==> config.mk <==
export PLATFORM = sky130hd
export DESIGN_NAME = hse_estimator
export DESIGN_NICKNAME = d
export VERILOG_FILES = /design/src/verilog/hse_pkg.sv /design/src/verilog/hse_div_if.sv /design/src/verilog/hse_turn_div.sv /design/src/verilog/hse_estimator.sv
export VERILOG_INCLUDE_DIRS = /design/src /design/src/verilog
export SDC_FILE = /design/constraint.sdc
export NUM_CORES = 1
export LEC_CHECK = 0
export BUFFER_PORTS_ARGS = -buffer_cell sky130_fd_sc_hd__buf_2
export CAP_MARGIN = 5
export CORE_MARGIN = 8
export CORE_UTILIZATION = 31
export DETAILED_ROUTE_END_ITERATION = 16
export GPL_TIMING_DRIVEN = 0
export PLACE_DENSITY = 0.44
export SLEW_MARGIN = 10
export SYNTH_ARGS = -nofsm -noshare
export SYNTH_HDL_FRONTEND = slang
export SYNTH_SLANG_ARGS = --single-unit
==> constraint.sdc <==
create_clock -name I_CLK -period 16.5 [get_ports I_CLK]
set_clock_uncertainty 0.05 [all_clocks]
set_input_delay 0 -clock I_CLK [delete_from_list [all_inputs] [get_ports I_CLK]]
set_output_delay 0 -clock I_CLK [all_outputs]
set_load 0.02 [all_outputs]
==> src/verilog/hse_consts.svh <==
// constants for the hall angle and speed estimator
`ifndef HSE_CONSTS_SVH
`define HSE_CONSTS_SVH

// control interval timing
`define HSE_CLK_HZ         100000000
`define HSE_CTRL_US        50
`define HSE_CTRL_CYC       ((`HSE_CLK_HZ / 1000000) * `HSE_CTRL_US)
`define HSE_CARRIER_HZ     (1000000 / `HSE_CTRL_US)

// angle scale: one electrical turn is 2**16 counts
`define HSE_TURN           17'h10000
`define HSE_HALF_SECTOR    18'h01555
`define HSE_SECTORS        6

// hall input weights
`define HSE_W_WEIGHT       3'h1
`define HSE_V_WEIGHT       3'h2
`define HSE_U_WEIGHT       3'h4

// reference angles per sector
`define HSE_REF0           16'h0000
`define HSE_REF1           16'h2AAB
`define HSE_REF2           16'h5555
`define HSE_REF3           16'h8000
`define HSE_REF4           16'hAAAB
`define HSE_REF5           16'hD555

// sector period counter limit and divider step count
`define HSE_PERIOD_MAX     16'hFFFF
`define HSE_DIV_STEPS      5'h11

`endif

==> src/verilog/hse_pkg.sv <==
// types for the hall angle and speed estimator
package hse_pkg;

  typedef enum logic [1:0] {
    HSE_MODE_SINGLE = 2'b00,
    HSE_MODE_AVG6   = 2'b01,
    HSE_MODE_AUTO   = 2'b10
  } hse_mode_type;

  typedef enum logic {
    HSE_DIV_IDLE = 1'b0,
    HSE_DIV_RUN  = 1'b1
  } hse_div_state_type;

endpackage

==> src/verilog/hse_div_if.sv <==
// divider request and answer between estimator and divider
`timescale 1ns/1ps
interface hse_div_if;
  logic        start;
  logic [18:0] divisor;
  logic        done;
  logic [15:0] quotient;

  modport master (output start, output divisor, input done, input quotient);
  modport slave  (input start, input divisor, output done, output quotient);
endinterface

==> src/verilog/hse_turn_div.sv <==
// serial divider: one full turn divided by a period count
`timescale 1ns/1ps
module hse_turn_div
  import hse_pkg::*;
(
  // clock and reset
  input  wire logic  i_clk,
  input  wire logic  i_rst,
  // request and answer
  hse_div_if.slave   div
);
`include "hse_consts.svh"

  hse_div_state_type state_q;
  logic [18:0]       divisor_q;
  logic [16:0]       dividend_q;
  logic [19:0]       rem_q;
  logic [16:0]       quo_q;
  logic [4:0]        step_q;
  logic [15:0]       result_q;
  logic              done_q;
  logic [19:0]       rem_shift;
  logic [19:0]       rem_sub;
  logic              fits;

  assign rem_shift = {rem_q[18:0], dividend_q[16]};
  assign rem_sub   = rem_shift - {1'b0, divisor_q};
  assign fits      = (rem_shift >= {1'b0, divisor_q});

  always_ff @(posedge i_clk or posedge i_rst)
  begin
    if (i_rst)
    begin
      state_q    <= HSE_DIV_IDLE;
      divisor_q  <= 19'h00000;
      dividend_q <= 17'h00000;
      rem_q      <= 20'h00000;
      quo_q      <= 17'h00000;
      step_q     <= 5'h00;
      result_q   <= 16'h0000;
      done_q     <= 1'b0;
    end
    else
    begin
      done_q <= 1'b0;
      case (state_q)
        HSE_DIV_IDLE:
        begin
          if (div.start)
          begin
            divisor_q  <= div.divisor;
            dividend_q <= `HSE_TURN;
            rem_q      <= 20'h00000;
            quo_q      <= 17'h00000;
            step_q     <= `HSE_DIV_STEPS;
            state_q    <= HSE_DIV_RUN;
          end
        end
        HSE_DIV_RUN:
        begin
          rem_q      <= fits ? rem_sub : rem_shift;
          quo_q      <= {quo_q[15:0], fits};
          dividend_q <= {dividend_q[15:0], 1'b0};
          step_q     <= step_q - 5'h01;
          if (step_q == 5'h01)
          begin
            // a short early average can push the quotient past 16 bits, so saturate
            result_q <= quo_q[15] ? 16'hFFFF : {quo_q[14:0], fits};
            done_q   <= 1'b1;
            state_q  <= HSE_DIV_IDLE;
          end
        end
        default: state_q <= HSE_DIV_IDLE;
      endcase
    end
  end

  assign div.done     = done_q;
  assign div.quotient = result_q;
endmodule

==> src/verilog/hse_estimator.sv <==
// hall sensor sector decode, speed estimate and angle interpolation
`timescale 1ns/1ps
`include "hse_consts.svh"
module hse_estimator
  import hse_pkg::*;
#(
  parameter int unsigned CTRL_CYC = `HSE_CTRL_CYC
)
(
  // clock and reset
  input  wire logic        I_CLK,
  input  wire logic        I_RST,
  // hall inputs
  input  wire logic        I_HALL_INPUT_U,
  input  wire logic        I_HALL_INPUT_V,
  input  wire logic        I_HALL_INPUT_W,
  // configuration
  input  wire logic [1:0]  I_SPEED_MODE,
  input  wire logic [15:0] I_OFFSET,
  // estimates
  output logic      [15:0] O_ANGLE,
  output logic      [2:0]  O_SECTOR,
  output logic             O_DIR_CW,
  output logic      [15:0] O_STEP,
  output logic      [31:0] O_SPEED,
  output logic      [15:0] O_SECTOR_PERIOD,
  output logic             O_TICK,
  output logic             O_CODE_ERR
);

  localparam logic [15:0] TICK_LAST = 16'(CTRL_CYC - 1);
  localparam logic [15:0] CARRIER   = 16'(`HSE_CARRIER_HZ);

  // pattern number 1..6 from code, 0 when invalid
  function automatic logic [2:0] code_to_sector(input logic [2:0] code);
    case (code)
      3'h1:    code_to_sector = 3'h1;
      3'h5:    code_to_sector = 3'h2;
      3'h4:    code_to_sector = 3'h3;
      3'h6:    code_to_sector = 3'h4;
      3'h2:    code_to_sector = 3'h5;
      3'h3:    code_to_sector = 3'h6;
      default: code_to_sector = 3'h0;
    endcase
  endfunction

  hse_div_if div ();

  hse_turn_div hse_turn_div_inst (
    .i_clk (I_CLK),
    .i_rst (I_RST),
    .div   (div.slave)
  );

  logic [15:0] tick_cnt_q;
  logic        tick_q;
  logic [2:0]  sector_q;
  logic        dir_cw_q;
  logic [15:0] count_q;
  logic [15:0] period_q [`HSE_SECTORS];
  logic [2:0]  filled_q;
  logic [15:0] step_q;
  logic signed [17:0] int_q;
  logic [15:0] angle_q;
  logic        err_q;
  logic        start_q;
  logic [18:0] divisor_q;
  logic [31:0] speed_q;

  wire         tick_hit = (tick_cnt_q == TICK_LAST);
  wire  [2:0]  code     = (I_HALL_INPUT_W ? `HSE_W_WEIGHT : 3'h0)
                        + (I_HALL_INPUT_V ? `HSE_V_WEIGHT : 3'h0)
                        + (I_HALL_INPUT_U ? `HSE_U_WEIGHT : 3'h0);
  wire  [2:0]  new_sec  = code_to_sector(code);
  wire         invalid  = (new_sec == 3'h0);
  wire         changed  = !invalid && (new_sec != sector_q) && (sector_q != 3'h0);
  wire         first    = !invalid && (sector_q == 3'h0);
  wire  [2:0]  sec_up   = (sector_q == 3'h6) ? 3'h1 : sector_q + 3'h1;
  wire  [2:0]  sec_dn   = (sector_q == 3'h1) ? 3'h6 : sector_q - 3'h1;
  wire         go_cw    = (new_sec == sec_up);
  wire         go_ccw   = (new_sec == sec_dn);
  wire         new_cw   = go_cw ? 1'b1 : (go_ccw ? 1'b0 : dir_cw_q);
  wire         reversal = changed && (new_cw != dir_cw_q);
  wire  [15:0] count_inc = (count_q == `HSE_PERIOD_MAX) ? count_q : count_q + 16'h0001;
  wire         stalled  = (count_q == `HSE_PERIOD_MAX);

  // six period sum for the averaged estimate
  logic [18:0] sum6;
  always_comb
  begin
    sum6 = 19'h00000;
    for (int i = 0; i < `HSE_SECTORS; i++)
      sum6 = sum6 + {3'h0, period_q[i]};
  end

  // auto uses the single estimate until six periods in one direction exist
  wire         use_avg  = (I_SPEED_MODE == HSE_MODE_AVG6)
                       || ((I_SPEED_MODE == HSE_MODE_AUTO) && (filled_q == 3'h6) && !reversal);
  wire  [18:0] single_div = 19'(count_q) * 19'h00006;
  wire  [18:0] avg_div    = sum6 - {3'h0, period_q[`HSE_SECTORS-1]} + {3'h0, count_q};

  // sector reference angle
  wire  [15:0] ref_ang = (sector_q == 3'h2) ? `HSE_REF1 :
                         (sector_q == 3'h3) ? `HSE_REF2 :
                         (sector_q == 3'h4) ? `HSE_REF3 :
                         (sector_q == 3'h5) ? `HSE_REF4 :
                         (sector_q == 3'h6) ? `HSE_REF5 : `HSE_REF0;

  // integrator with clamp
  wire signed [17:0] step_s = $signed({2'b00, step_q});
  wire signed [17:0] int_sum = dir_cw_q ? int_q + step_s : int_q - step_s;
  wire signed [17:0] hi_lim  = $signed(`HSE_HALF_SECTOR);
  wire signed [17:0] lo_lim  = -$signed(`HSE_HALF_SECTOR);
  wire signed [17:0] int_clamp = (int_sum > hi_lim) ? hi_lim :
                                 (int_sum < lo_lim) ? lo_lim : int_sum;
  wire signed [17:0] int_load = new_cw ? lo_lim : hi_lim;

  // sum truncated to 16 bits wraps into one turn
  wire  [15:0] angle_d = ref_ang + int_q[15:0] + I_OFFSET;

  always_ff @(posedge I_CLK or posedge I_RST)
  begin
    if (I_RST)
      tick_cnt_q <= 16'h0000;
    else
      tick_cnt_q <= tick_hit ? 16'h0000 : tick_cnt_q + 16'h0001;
  end

  always_ff @(posedge I_CLK or posedge I_RST)
  begin
    if (I_RST)
    begin
      tick_q    <= 1'b0;
      sector_q  <= 3'h0;
      dir_cw_q  <= 1'b1;
      count_q   <= 16'h0000;
      filled_q  <= 3'h0;
      int_q     <= 18'sh00000;
      err_q     <= 1'b0;
      start_q   <= 1'b0;
      divisor_q <= 19'h00006;
    end
    else
    begin
      tick_q  <= tick_hit;
      start_q <= 1'b0;
      if (tick_hit)
      begin
        err_q <= invalid;
        if (first)
        begin
          sector_q <= new_sec;
          count_q  <= 16'h0001;
          int_q    <= 18'sh00000;
        end
        else if (changed)
        begin
          sector_q  <= new_sec;
          dir_cw_q  <= new_cw;
          count_q   <= 16'h0001;
          int_q     <= int_load;
          filled_q  <= reversal ? 3'h1 : ((filled_q == 3'h6) ? filled_q : filled_q + 3'h1);
          start_q   <= 1'b1;
          divisor_q <= use_avg ? avg_div : single_div;
        end
        else
        begin
          count_q <= count_inc;
          int_q   <= int_clamp;
        end
      end
    end
  end

  // period history shift on each edge
  generate
    for (genvar g = 0; g < `HSE_SECTORS; g++)
    begin : g_hist
      always_ff @(posedge I_CLK or posedge I_RST)
      begin
        if (I_RST)
          period_q[g] <= 16'h0000;
        else if (tick_hit && changed)
          period_q[g] <= (g == 0) ? count_q : period_q[(g == 0) ? 0 : g - 1];
      end
    end
  endgenerate

  // step per interval and speed in angle counts per second
  always_ff @(posedge I_CLK or posedge I_RST)
  begin
    if (I_RST)
    begin
      step_q    <= 16'h0000;
      speed_q   <= 32'h00000000;
      angle_q   <= 16'h0000;
    end
    else
    begin
      angle_q <= angle_d;
      if (tick_hit && stalled)
        step_q <= 16'h0000;
      else if (div.done)
        step_q <= div.quotient;
      speed_q <= 32'(step_q) * 32'(CARRIER);
    end
  end

  assign div.start   = start_q;
  assign div.divisor = divisor_q;

  assign O_ANGLE         = angle_q;
  assign O_SECTOR        = sector_q;
  assign O_DIR_CW        = dir_cw_q;
  assign O_STEP          = step_q;
  assign O_SPEED         = speed_q;
  assign O_SECTOR_PERIOD = period_q[0];
  assign O_TICK          = tick_q;
  assign O_CODE_ERR      = err_q;
endmodule

==> flow_summary.json, run 1 <==
{
  "status": "completed",
  "finalPower_mw": 1.89,
  "cts_root_buf": "clkbuf_16",
  "nets": 2944,
  "fin_tns_setup_ps": 0,
  "ant_nets": 0,
  "yosysUniqueCellTypes": 87,
  "ys_ff_latch": 311,
  "crit_arrival_ps": 6100,
  "drt_wl_total_mm": 59.4,
  "clk-insertion-delay-late_ps": 570,
  "yosysSeqAreaShare_pct": 34.8,
  "design.core.area_mm2": 0.0715,
  "synth.cell_area_mm2": 0.0224,
  "start_util_pct": 31.3,
  "layout_commonest_cell": "nand2_1",
  "grt_pass1_wl_mm": 96.8,
  "end_kind": "register",
  "overflow": 0,
  "post-route-period-util_pct": 34.3,
  "drive_gt1_share_pct": 10.2,
  "max_cap_violations": 0,
  "final_cell_mix": "nand2_1 (354), inv_1 (324), dfrtp_1 (308)",
  "critical_path_class": "reg -> reg",
  "routedWlPerCell_um": 16.6,
  "clkSinkCount": 311,
  "required_ps": 16950,
  "viasPerCell": 4.70,
  "worst_slew_pin_slew_ps": 1030,
  "yosysWarnings": 0,
  "p_leak_nw": 12.9,
  "chipWidth_um": 285,
  "die-area_mm2": 0.0811,
  "ctsResizeCount": 0,
  "report.final.slew_viol_count": 0,
  "ios": 109,
  "drc": 0,
  "clock_path_buffers": 3,
  "synth-main-ff-cell": "dfrtp_1",
  "gp_congestion": 0.826,
  "setup_viol": 0,
  "antenna_found_initial": 1,
  "vias": 16800,
  "hold_violations": 0,
  "grt_util_all_layers_pct": 14.6,
  "synthCells": 2409,
  "portBuffers": 100,
  "drt_first_pass_iters": 5,
  "clk_pin_slew_ps": 60,
  "drt_iter0_markers": 708,
  "cts_tree": "yes",
  "n_fill_cell": 7263,
  "hold_path.class": "in -> reg",
  "fmax_mhz": 177,
  "syn_avg_cell_area_um2": 9.30,
  "die_h_um": 285,
  "cp_max_fo": 10,
  "hpwl_mm": 45.1,
  "synth_edf_count": 0,
  "ys_async_sr_fraction_pct": 100,
  "critPathLaunchType": "register",
  "cts_buffers": 42,
  "rsz0062_at_grt": "false",
  "synthToLayoutAreaGrowth_pct": 15.2,
  "rows": 98,
  "grt_max_degree": 96,
  "layout_min_cycle_time_ps": 5650,
  "grt_pass1_vias": 17600,
  "power_density_mw_per_mm2": 73.2,
  "ir_worst_vdd_uv": 74.2,
  "htreeDepth": 2,
  "whs_ps": 51.2,
  "maxSlewHeadroom_pct": 31.0
}
-- cell type report --
| class | instances | area (um2) | area share, % |
|---|---|---|---|
| clock inverter | 15 | 153 | 0.592 |
| timing repair buffer | 130 | 851 | 3.30 |
| inverter | 326 | 1230 | 4.77 |
| antenna | 1 | 2.50 | 0.00970 |
| clock buffer | 59 | 1180 | 4.59 |
| sequential | 311 | 7790 | 30.2 |
| tap | 950 | 1190 | 4.61 |
| multi-input combinational | 1685 | 12900 | 50.1 |
| buffer | 92 | 469 | 1.82 |
-- logic make-up (layout without fill, tap and decap cells) --
group | Yosys count | count (layout) | synth area share (%)
mux | 52 | 52 | 2.36
compound gates | 469 | 469 | 13.1
flops | 311 | 311 | 34.8
simple gates | 710 | 710 | 14.1
xor+xnor | 115 | 115 | 4.50
fa+ha+maj | 333 | 333 | 23.6
buf+inv | 418 | 622 | 7.56
other cells | 1 | 7 | 0.0167
-- timing repair --
| action | in CTS | in global routing |
|---|---|---|
| setup buffers | 0 | 0 |
| hold endpoints to repair | 164 | 0 |
| hold buffers | 26 | 0 |
-- metrics by stage --
stage / cell area (um2) / util [%] / cells / worst slack [ps]
final: 25800 / 36.1 / 3569 / 10850
after floorplan: 22400 / - / 2414 / 7850
after global placement: 24100 / 33.7 / 3464 / 3460
after detailed placement: 24200 / 33.9 / 3468 / 10900
after global routing: 25800 / 36.1 / 3568 / 10410
after CTS: 25800 / 36.1 / 3568 / 10860
-- synthesized netlist by cell type (all sizes together) (18+ instances only) --
master	count	area, um2
nand3	34	170
ha	184	2300
a21o	21	158
and3	28	175
inv	325	1220
nor3	42	220
buf	46	295
nor2b	18	113
xor2	31	272
o21ai	213	1110
a21oi	94	474
xnor2	84	736
dfrtp	308	7710
or3	19	124
nor2	148	572
mux2i	46	460
fa	149	2980
clkbuf	46	174
nand2	354	1330
-- flip-flops by register name (all words and copies together), names as in the netlist, 3 cells and up --
name,cells
tick_cnt_q,16
O_STEP,16
O_ANGLE,16
O_SPEED,26
hse_turn_div_inst.divisor_q,19
count_q,16
O_SECTOR,3
hse_turn_div_inst.rem_q,19
hse_turn_div_inst.quo_q,16
period_q,80
filled_q,3
O_SECTOR_PERIOD,16
hse_turn_div_inst.div.quotient,16
int_q,18
hse_turn_div_inst.step_q,5
div.divisor,19
-- critical path, stage by stage (launching register included) --
cell	delay, ps
dfstp_2	560
clkbuf_1	370
clkbuf_1	380
nor2_1	120
xnor2_1	300
ha_1	360
o211ai_1	240
o211ai_1	190
nand3_1	190
nand3_1	140
a31o_2	270
a21o_1	180
xor2_1	300
inv_1	140
nor3b_1	210
o21ai_0	120
ha_1	330
a2111oi_2	790
nor2b_1	210
a21oi_1	50
nand2_1	80
-- final timing paths --
path / start / to / slack, ps / cells past startpoint
worst max-delay path: O_DIR_CW / int_q[4] / 10850 / 20
worst min-delay path: I_OFFSET[2] / O_ANGLE[4] / 50 / 5
worst max register to register: O_DIR_CW / int_q[4] / 10850 / 20
worst min register to register: div.divisor[1] / div.divisor[1] / 410 / 2
max in group asynchronous: I_RST / period_q[2] / 14070 / 7
min in group asynchronous: I_RST / O_SPEED[14] / 570 / 4
-- power by group --
part | switching, mW | internal [mW]
registers | 0.00584 | 0.783
logic | 0.126 | 0.0781
clock network | 0.364 | 0.532
total | 0.496 | 1.39
-- per-layer routing --
layer	wire, um	global-route usage [%]
met5	11	0
met3	2000	2.14
met1	27100	18.9
met4	1740	4.65
met2	28500	24.9
No activity file was read; power rests on OpenSTA's default activity.
==> run 2, diff against run 1 <==
--- a/config.mk
+++ b/config.mk
@@ -6,13 +6,14 @@
 export SDC_FILE = /design/constraint.sdc
 export NUM_CORES = 1
 export LEC_CHECK = 0
+export ABC_AREA = 1
 export BUFFER_PORTS_ARGS = -buffer_cell sky130_fd_sc_hd__buf_2
 export CAP_MARGIN = 5
 export CORE_MARGIN = 8
 export CORE_UTILIZATION = 31
 export DETAILED_ROUTE_END_ITERATION = 16
 export GPL_TIMING_DRIVEN = 0
-export PLACE_DENSITY = 0.44
+export PLACE_DENSITY = 0.46
 export SLEW_MARGIN = 10
 export SYNTH_ARGS = -nofsm -noshare
 export SYNTH_HDL_FRONTEND = slang
==> constraint.sdc (replaced) <==
create_clock -name I_CLK -period 4.5 [get_ports I_CLK]
set_clock_uncertainty 0.05 [all_clocks]
set_input_delay 0 -clock I_CLK [delete_from_list [all_inputs] [get_ports I_CLK]]
set_output_delay 0 -clock I_CLK [all_outputs]
set_load 0.02 [all_outputs]
==> run 2 against run 1 <==
Effect of this change: the run now ends with setup timing left; power grew to 9.9 times the previous value; hold slack improved by 3.3 ps; via count is 5.9% higher; fmax rose by 26%; sequential power rose to 4.8 times the previous value; cell count is 9.0% higher; non-clock buffer count increased by 47; global-route usage rose by 0.59 points; sequential cell count stayed put; routed wire length grew 4.0%.
==> flow_summary.json, run 2 <==
{
  "status": "finished with violations",
  "violations": "setup timing",
  "cpLargestDelayFamily": "adder cells",
  "crit_cells": 22,
  "yosysWarnings": 0,
  "vias": 17800,
  "grt_pass1_wl_mm": 101,
  "p_leak_nw": 13.7,
  "crit_arrival_ps": 4900,
  "drt_wl_total_mm": 61.8,
  "cts_tree": "yes",
  "synthToLayoutAreaGrowth_pct": 19.6,
  "hold_violations": 0,
  "maxSlewHeadroom_pct": 39.4,
  "crit_slowest_cell": "fa_1",
  "overflow": 0,
  "whs_endpoint": "div.divisor[3]",
  "drive_gt1_share_pct": 14.5,
  "drc": 0,
  "cp_max_fo": 3,
  "viasPerCell": 4.57,
  "yosysMostFrequentCell": "nand2_1",
  "report.final.slew_viol_count": 0,
  "grt_util_all_layers_pct": 15.2,
  "die-area_mm2": 0.0818,
  "cts_root_buf": "clkbuf_16",
  "num_antenna_cells": 0,
  "ios": 109,
  "drt_iter0_markers": 712,
  "syn_avg_cell_area_um2": 8.50,
  "antenna_found_initial": 1,
  "rsz0062_at_grt": "true",
  "synthTopCellsByArea": "dfrtp_1 (34%), fa_1 (13%), nand2_1 (11%)",
  "synth-main-ff-cell": "dfrtp_1",
  "largest_register_ffs": 80,
  "synth.cell_area_mm2": 0.0226,
  "path_buf_inv": 4,
  "ys_ff_latch": 311,
  "worst_slew_pin_slew_ps": 909,
  "portBuffers": 102,
  "max_cap_violations": 0,
  "yosysSeqAreaShare_pct": 34.5,
  "wl_met1_mm": 27.3,
  "nets": 3254,
  "critical_path_class": "reg -> reg",
  "end_kind": "register",
  "grt_pass1_vias": 18600,
  "design_area_mm2": 0.0270,
  "whs_ps": 54.5,
  "grt_max_degree": 37,
  "power_density_mw_per_mm2": 691,
  "finalPower_mw": 18.7,
  "rows": 99,
  "required_ps": 4900,
  "drt_first_pass_iters": 5,
  "largest_register": "period_q",
  "clock_path_buffers": 3,
  "timing.rr.start": "O_SECTOR_PERIOD[2]",
  "wl_met3_mm": 2.22,
  "start_util_pct": 31.1,
  "gp_congestion": 0.852,
  "ff2ff_setup_slack_ps": -5,
  "wl_met2_mm": 30.5,
  "chipWidth_um": 286,
  "crit_chain": "inv_2 > fa_1 > inv_2 > fa_1 > fa_1 > fa_1 > ha_2 > inv_2 > fa_2 > inv_2 > nand2_2 > a21oi_4 > a21oi_4 > o21ai_2 > nand2_1 > nand2_2 > nand2_2 > nand2_2 > xor2_2 > nand2_1 > nand2_1 > o21ai_1",
  "pre_cts_slack_ps": -670,
  "synth_edf_count": 0,
  "cts_buffers": 43,
  "fmax_mhz": 222,
  "hold_path.class": "in -> reg",
  "rr_worst_depth": 22,
  "routedWlPerCell_um": 15.9,
  "final.setup.worst_slack_ps": -4.92,
  "hp-start": "I_SPEED_MODE[0]",
  "clk-insertion-delay-late_ps": 570,
  "hpwl_mm": 47.9,
  "synthCells": 2656,
  "final_cell_mix": "nand2_1 (627), inv_1 (462), dfrtp_1 (287)",
  "clkSinkCount": 311,
  "layout_commonest_cell": "nand2_1",
  "post_dp_cell_area_mm2": 0.0245,
  "critPathLaunchType": "register",
  "yosysUniqueCellTypes": 61,
  "design.core.area_mm2": 0.0726,
  "synth_top_area_share_pct": 34.1,
  "ys_top_cells_by_count": "nand2_1 (634), inv_1 (471), dfrtp_1 (308)",
  "top_layer": "met4",
  "ys_async_sr_fraction_pct": 100,
  "hold_depth": 6,
  "slowest_delay_ps": 540,
  "die_h_um": 286,
  "layout_min_cycle_time_ps": 4500,
  "clk_pin_slew_ps": 60,
  "ir_worst_vdd_uv": 439,
  "ant_nets": 0,
  "setup_viol": 1,
  "htreeDepth": 2,
  "netlist.top_cell.by_area": "dfrtp_1",
  "post-route-period-util_pct": 100,
  "reg2reg_to": "div.divisor[14]"
}
run 2: cell type report:
cell class / count / area (um2)
Multi-Input combinational cell: 1792 / 12900
Buffer: 78 / 464
Sequential cell: 311 / 7820
Clock inverter: 14 / 171
Inverter: 481 / 1820
Timing Repair Buffer: 191 / 1390
Clock buffer: 65 / 1250
Tap cell: 959 / 1200
Fill cell: 7570 / 45600
run 2: power by group:
part / switching (mW) / internal, mW / total (mW)
logic: 6.97 / 4.51 / 11.5
registers: 0.376 / 3.38 / 3.76
clock network: 1.34 / 2.10 / 3.44
total: 8.69 / 9.99 / 18.7
run 2: what timing repair did:
| item | in CTS | in global routing |
|---|---|---|
| pin swaps | 15 | 28 |
| endpoints found under the setup margin | 31 | 35 |
| hold endpoints to repair | 205 | 0 |
| gates cloned | 0 | 1 |
| resized for setup | 40 | 63 |
| buffers inserted | 16 | 33 |
| hold buffers | 28 | 0 |
run 2: metal layers:
layer | up-vias | GRT usage, %
li1 | 8858 | -
met1 | 8580 | 19.3
met2 | 251 | 26.7
met3 | 89 | 2.38
met4 | 0 | 4.21
met5 | - | 0
run 2: through the flow:
step | util, % | instances | TNS, ps
after floorplan | - | 2661 | 0
after global placement | 33.5 | 3722 | -613520
after detailed placement | 33.8 | 3734 | -10150
after CTS | 36.4 | 3857 | -6.67
after global routing | 37.2 | 3891 | -694
final | 37.2 | 3891 | -4.92
run 2: worst max-delay path by stage:
stage	start	end	slack, ps
after floorplan	count_q[2]	div.divisor[14]	6
after global placement	I_RST	O_SPEED[15]	-1990
after detailed placement	count_q[2]	div.divisor[14]	-670
after CTS	O_SECTOR_PERIOD[2]	div.divisor[14]	-7
after global routing	O_SECTOR_PERIOD[2]	div.divisor[14]	-230
final	O_SECTOR_PERIOD[2]	div.divisor[14]	-5
run 2: worst reg2reg max path: cells and delay by family (launching register included):
family | cells | cell delay [ps]
adders and majority gates | 6 | 2570
and+or+nand+nor | 7 | 510
AOI/OAI and AO/OA | 4 | 510
DFF | 1 | 370
buffers and inverters | 4 | 200
xor gates and xnor gates | 1 | 170
run 2: cells by family after synthesis:
kind of cell	share of synthesized area (%)
AOI/OAI and AO/OA	10.4
xor gates and xnor gates	4.69
adders and majority gates	23.4
buffers and inverters	10.1
DFF	34.5
muxes	0.0498
other	0.0166
and+or+nand+nor	16.9
==> run 3, diff against run 2 <==
--- a/config.mk
+++ b/config.mk
@@ -7,13 +7,14 @@
 export NUM_CORES = 1
 export LEC_CHECK = 0
 export ABC_AREA = 1
-export BUFFER_PORTS_ARGS = -buffer_cell sky130_fd_sc_hd__buf_2
 export CAP_MARGIN = 5
-export CORE_MARGIN = 8
+export CORE_MARGIN = 2
 export CORE_UTILIZATION = 31
 export DETAILED_ROUTE_END_ITERATION = 16
+export DONT_BUFFER_PORTS = 1
 export GPL_TIMING_DRIVEN = 0
-export PLACE_DENSITY = 0.46
+export PLACE_DENSITY = 0.44
+export SKIP_CTS_REPAIR_TIMING = 1
 export SLEW_MARGIN = 10
 export SYNTH_ARGS = -nofsm -noshare
 export SYNTH_HDL_FRONTEND = slang
==> run 3 against run 2 <==
Effect of this change: the run still ends with setup timing left; sequential share of layout area grew 0.33 points; count of clock-buffer cells in the layout shrank 4; non-clock buffer count shrank 106; combinational power grew 5%; hold slack gained 39 ps; utilization grew 0.075 points; sequential power grew 9.3%; via count shrank 2.2%; power grew 6.4%; sequential cell count is the same; largest power group unchanged; global-route usage grew 1.2 points; critical endpoint unchanged; routed wire length shrank 1.8%.
==> flow_summary.json, run 3 (same netlist as run 2, synthesis figures left out) <==
{
  "status": "finished with violations",
  "violations": "setup timing",
  "power_density_mw_per_mm2": 741,
  "cts_root_buf": "clkbuf_16",
  "rr_worst_depth": 22,
  "layout_min_cycle_time_ps": 4570,
  "drt_iter0_markers": 730,
  "nets": 3146,
  "drt_first_pass_iters": 5,
  "finalPower_mw": 19.9,
  "start_util_pct": 31.4,
  "crit_chain": "inv_4 > fa_1 > inv_2 > fa_1 > fa_1 > fa_1 > ha_2 > inv_2 > fa_2 > inv_2 > nand2_2 > a21oi_4 > a21oi_4 > o21ai_2 > nand2_1 > nand2_2 > nand2_2 > nand2_2 > xor2_2 > nand2_1 > nand2_1 > o21ai_1",
  "final_util_pct": 37.3,
  "cp_max_fo": 3,
  "clk-insertion-delay-late_ps": 570,
  "pre_cts_slack_ps": -736,
  "setup_viol": 1,
  "routedWlPerCell_um": 16.1,
  "fin_tns_setup_ps": -70.4,
  "worst_slew_pin_slew_ps": 794,
  "hold_depth": 5,
  "grt_util_all_layers_pct": 16.4,
  "rsz0062_at_grt": "true",
  "grt_max_degree": 38,
  "drt_wl_total_mm": 60.7,
  "end_kind": "register",
  "maxSlewHeadroom_pct": 47.0,
  "hold_violations": 0,
  "antenna_found_initial": 2,
  "design.core.area_mm2": 0.0719,
  "critical_path_class": "reg -> reg",
  "chipWidth_um": 274,
  "overflow": 0,
  "crit_arrival_ps": 4980,
  "viasPerCell": 4.61,
  "final.setup.worst_slack_ps": -70.4,
  "final_cell_mix": "nand2_1 (623), inv_1 (444), dfrtp_1 (282)",
  "cts_buffers": 42,
  "n_fill_cell": 7441,
  "largest_register": "period_q",
  "hold_path.class": "in -> reg",
  "clkSinkCount": 311,
  "p_leak_nw": 13.4,
  "hpwl_mm": 46.9,
  "largest_register_ffs": 80,
  "die-area_mm2": 0.0750,
  "die_h_um": 274,
  "portBuffers": 0,
  "gp_congestion": 0.858,
  "critPathLaunchType": "register",
  "cts_tree": "yes",
  "layout_commonest_cell": "nand2_1",
  "drc": 0,
  "fmax_mhz": 219,
  "clock_path_buffers": 3,
  "crit_slowest_cell": "fa_1",
  "ios": 109,
  "slowest_delay_ps": 550,
  "ant_nets": 0,
  "grt_pass1_wl_mm": 97.6,
  "num_antenna_cells": 0,
  "rows": 98,
  "grt_pass1_vias": 17800,
  "clk_pin_slew_ps": 60,
  "vias": 17400,
  "max_cap_violations": 0,
  "ir_worst_vdd_uv": 549,
  "htreeDepth": 2,
  "whs_ps": 93.3,
  "required_ps": 4910,
  "synthToLayoutAreaGrowth_pct": 18.7,
  "drive_gt1_share_pct": 13.0,
  "post-route-period-util_pct": 102,
  "report.final.slew_viol_count": 0
}
## run 3: changes by cell type in the layout (fill, tap and decap cells not counted), moves of 4 or more
cell and delta:
a21oi_1 -4, buf_2 -102, buf_4 -7, clkbuf_1 -11
clkbuf_8 +8, dfrtp_1 -5, dfrtp_4 +8, ha_1 -10
ha_4 +7, inv_1 -18, inv_2 +16, nand2_1 -4
## run 3: worst paths after layout
check                                      from         endpoint  slack, ps
worst max register to register       count_q[2]  div.divisor[14]        -70
max in group asynchronous                 I_RST      O_SECTOR[0]       2720
worst max-delay path                 count_q[2]  div.divisor[14]        -70
min in group asynchronous                 I_RST         int_q[1]        490
worst min register to register   div.divisor[1]   div.divisor[1]        420
worst min-delay path            I_SPEED_MODE[1]   div.divisor[3]         90
## run 3: final cells by class
| class | instances | area [um2] | share of cell area [%] |
|---|---|---|---|
| buffer | 78 | 465 | 1.74 |
| clock buffer | 61 | 1270 | 4.75 |
| clock inverter | 14 | 238 | 0.887 |
| inverter | 481 | 1820 | 6.80 |
| multi-input combinational | 1791 | 13100 | 49.0 |
| sequential | 311 | 7840 | 29.3 |
| tap | 950 | 1190 | 4.43 |
| timing repair buffer | 85 | 848 | 3.17 |
## run 3: per-layer routing
| metal | routed length [um] | share of wire [%] | track usage, % | up-vias |
|---|---|---|---|---|
| met5 | 13 | 0.021 | 0 | - |
| met4 | 1230 | 2.0 | 3.63 | 2 |
| met3 | 2020 | 3.3 | 2.37 | 74 |
| met2 | 30300 | 50 | 28.9 | 217 |
| met1 | 27100 | 45 | 21.2 | 8443 |
| li1 | - | - | - | 8654 |
## run 3: power breakdown
part / leakage, nW / internal (mW) / switching (mW)
sequential: 3.76 / 3.40 / 0.712
clock: 0.743 / 2.30 / 1.35
combinational: 8.84 / 5.03 / 7.07
## run 3: critical path, delay by kind of cell, from the launching register on
family                     cells  cell delay [ps]
xor gates and xnor gates       1              180
adders and majority gates      6             2590
DFF                            1              400
AOI/OAI and AO/OA              4              520
buffers and inverters          4              200
and+or+nand+nor                7              500
## run 3: stage by stage
stage | std cells | area, um2
2_1_floorplan | 2661 | 22600
3_3_place_gp | 3611 | 23800
3_5_place_dp | 3623 | 24000
4_1_cts | 3698 | 25500
5_1_grt | 3771 | 26800
6_report | 3771 | 26800
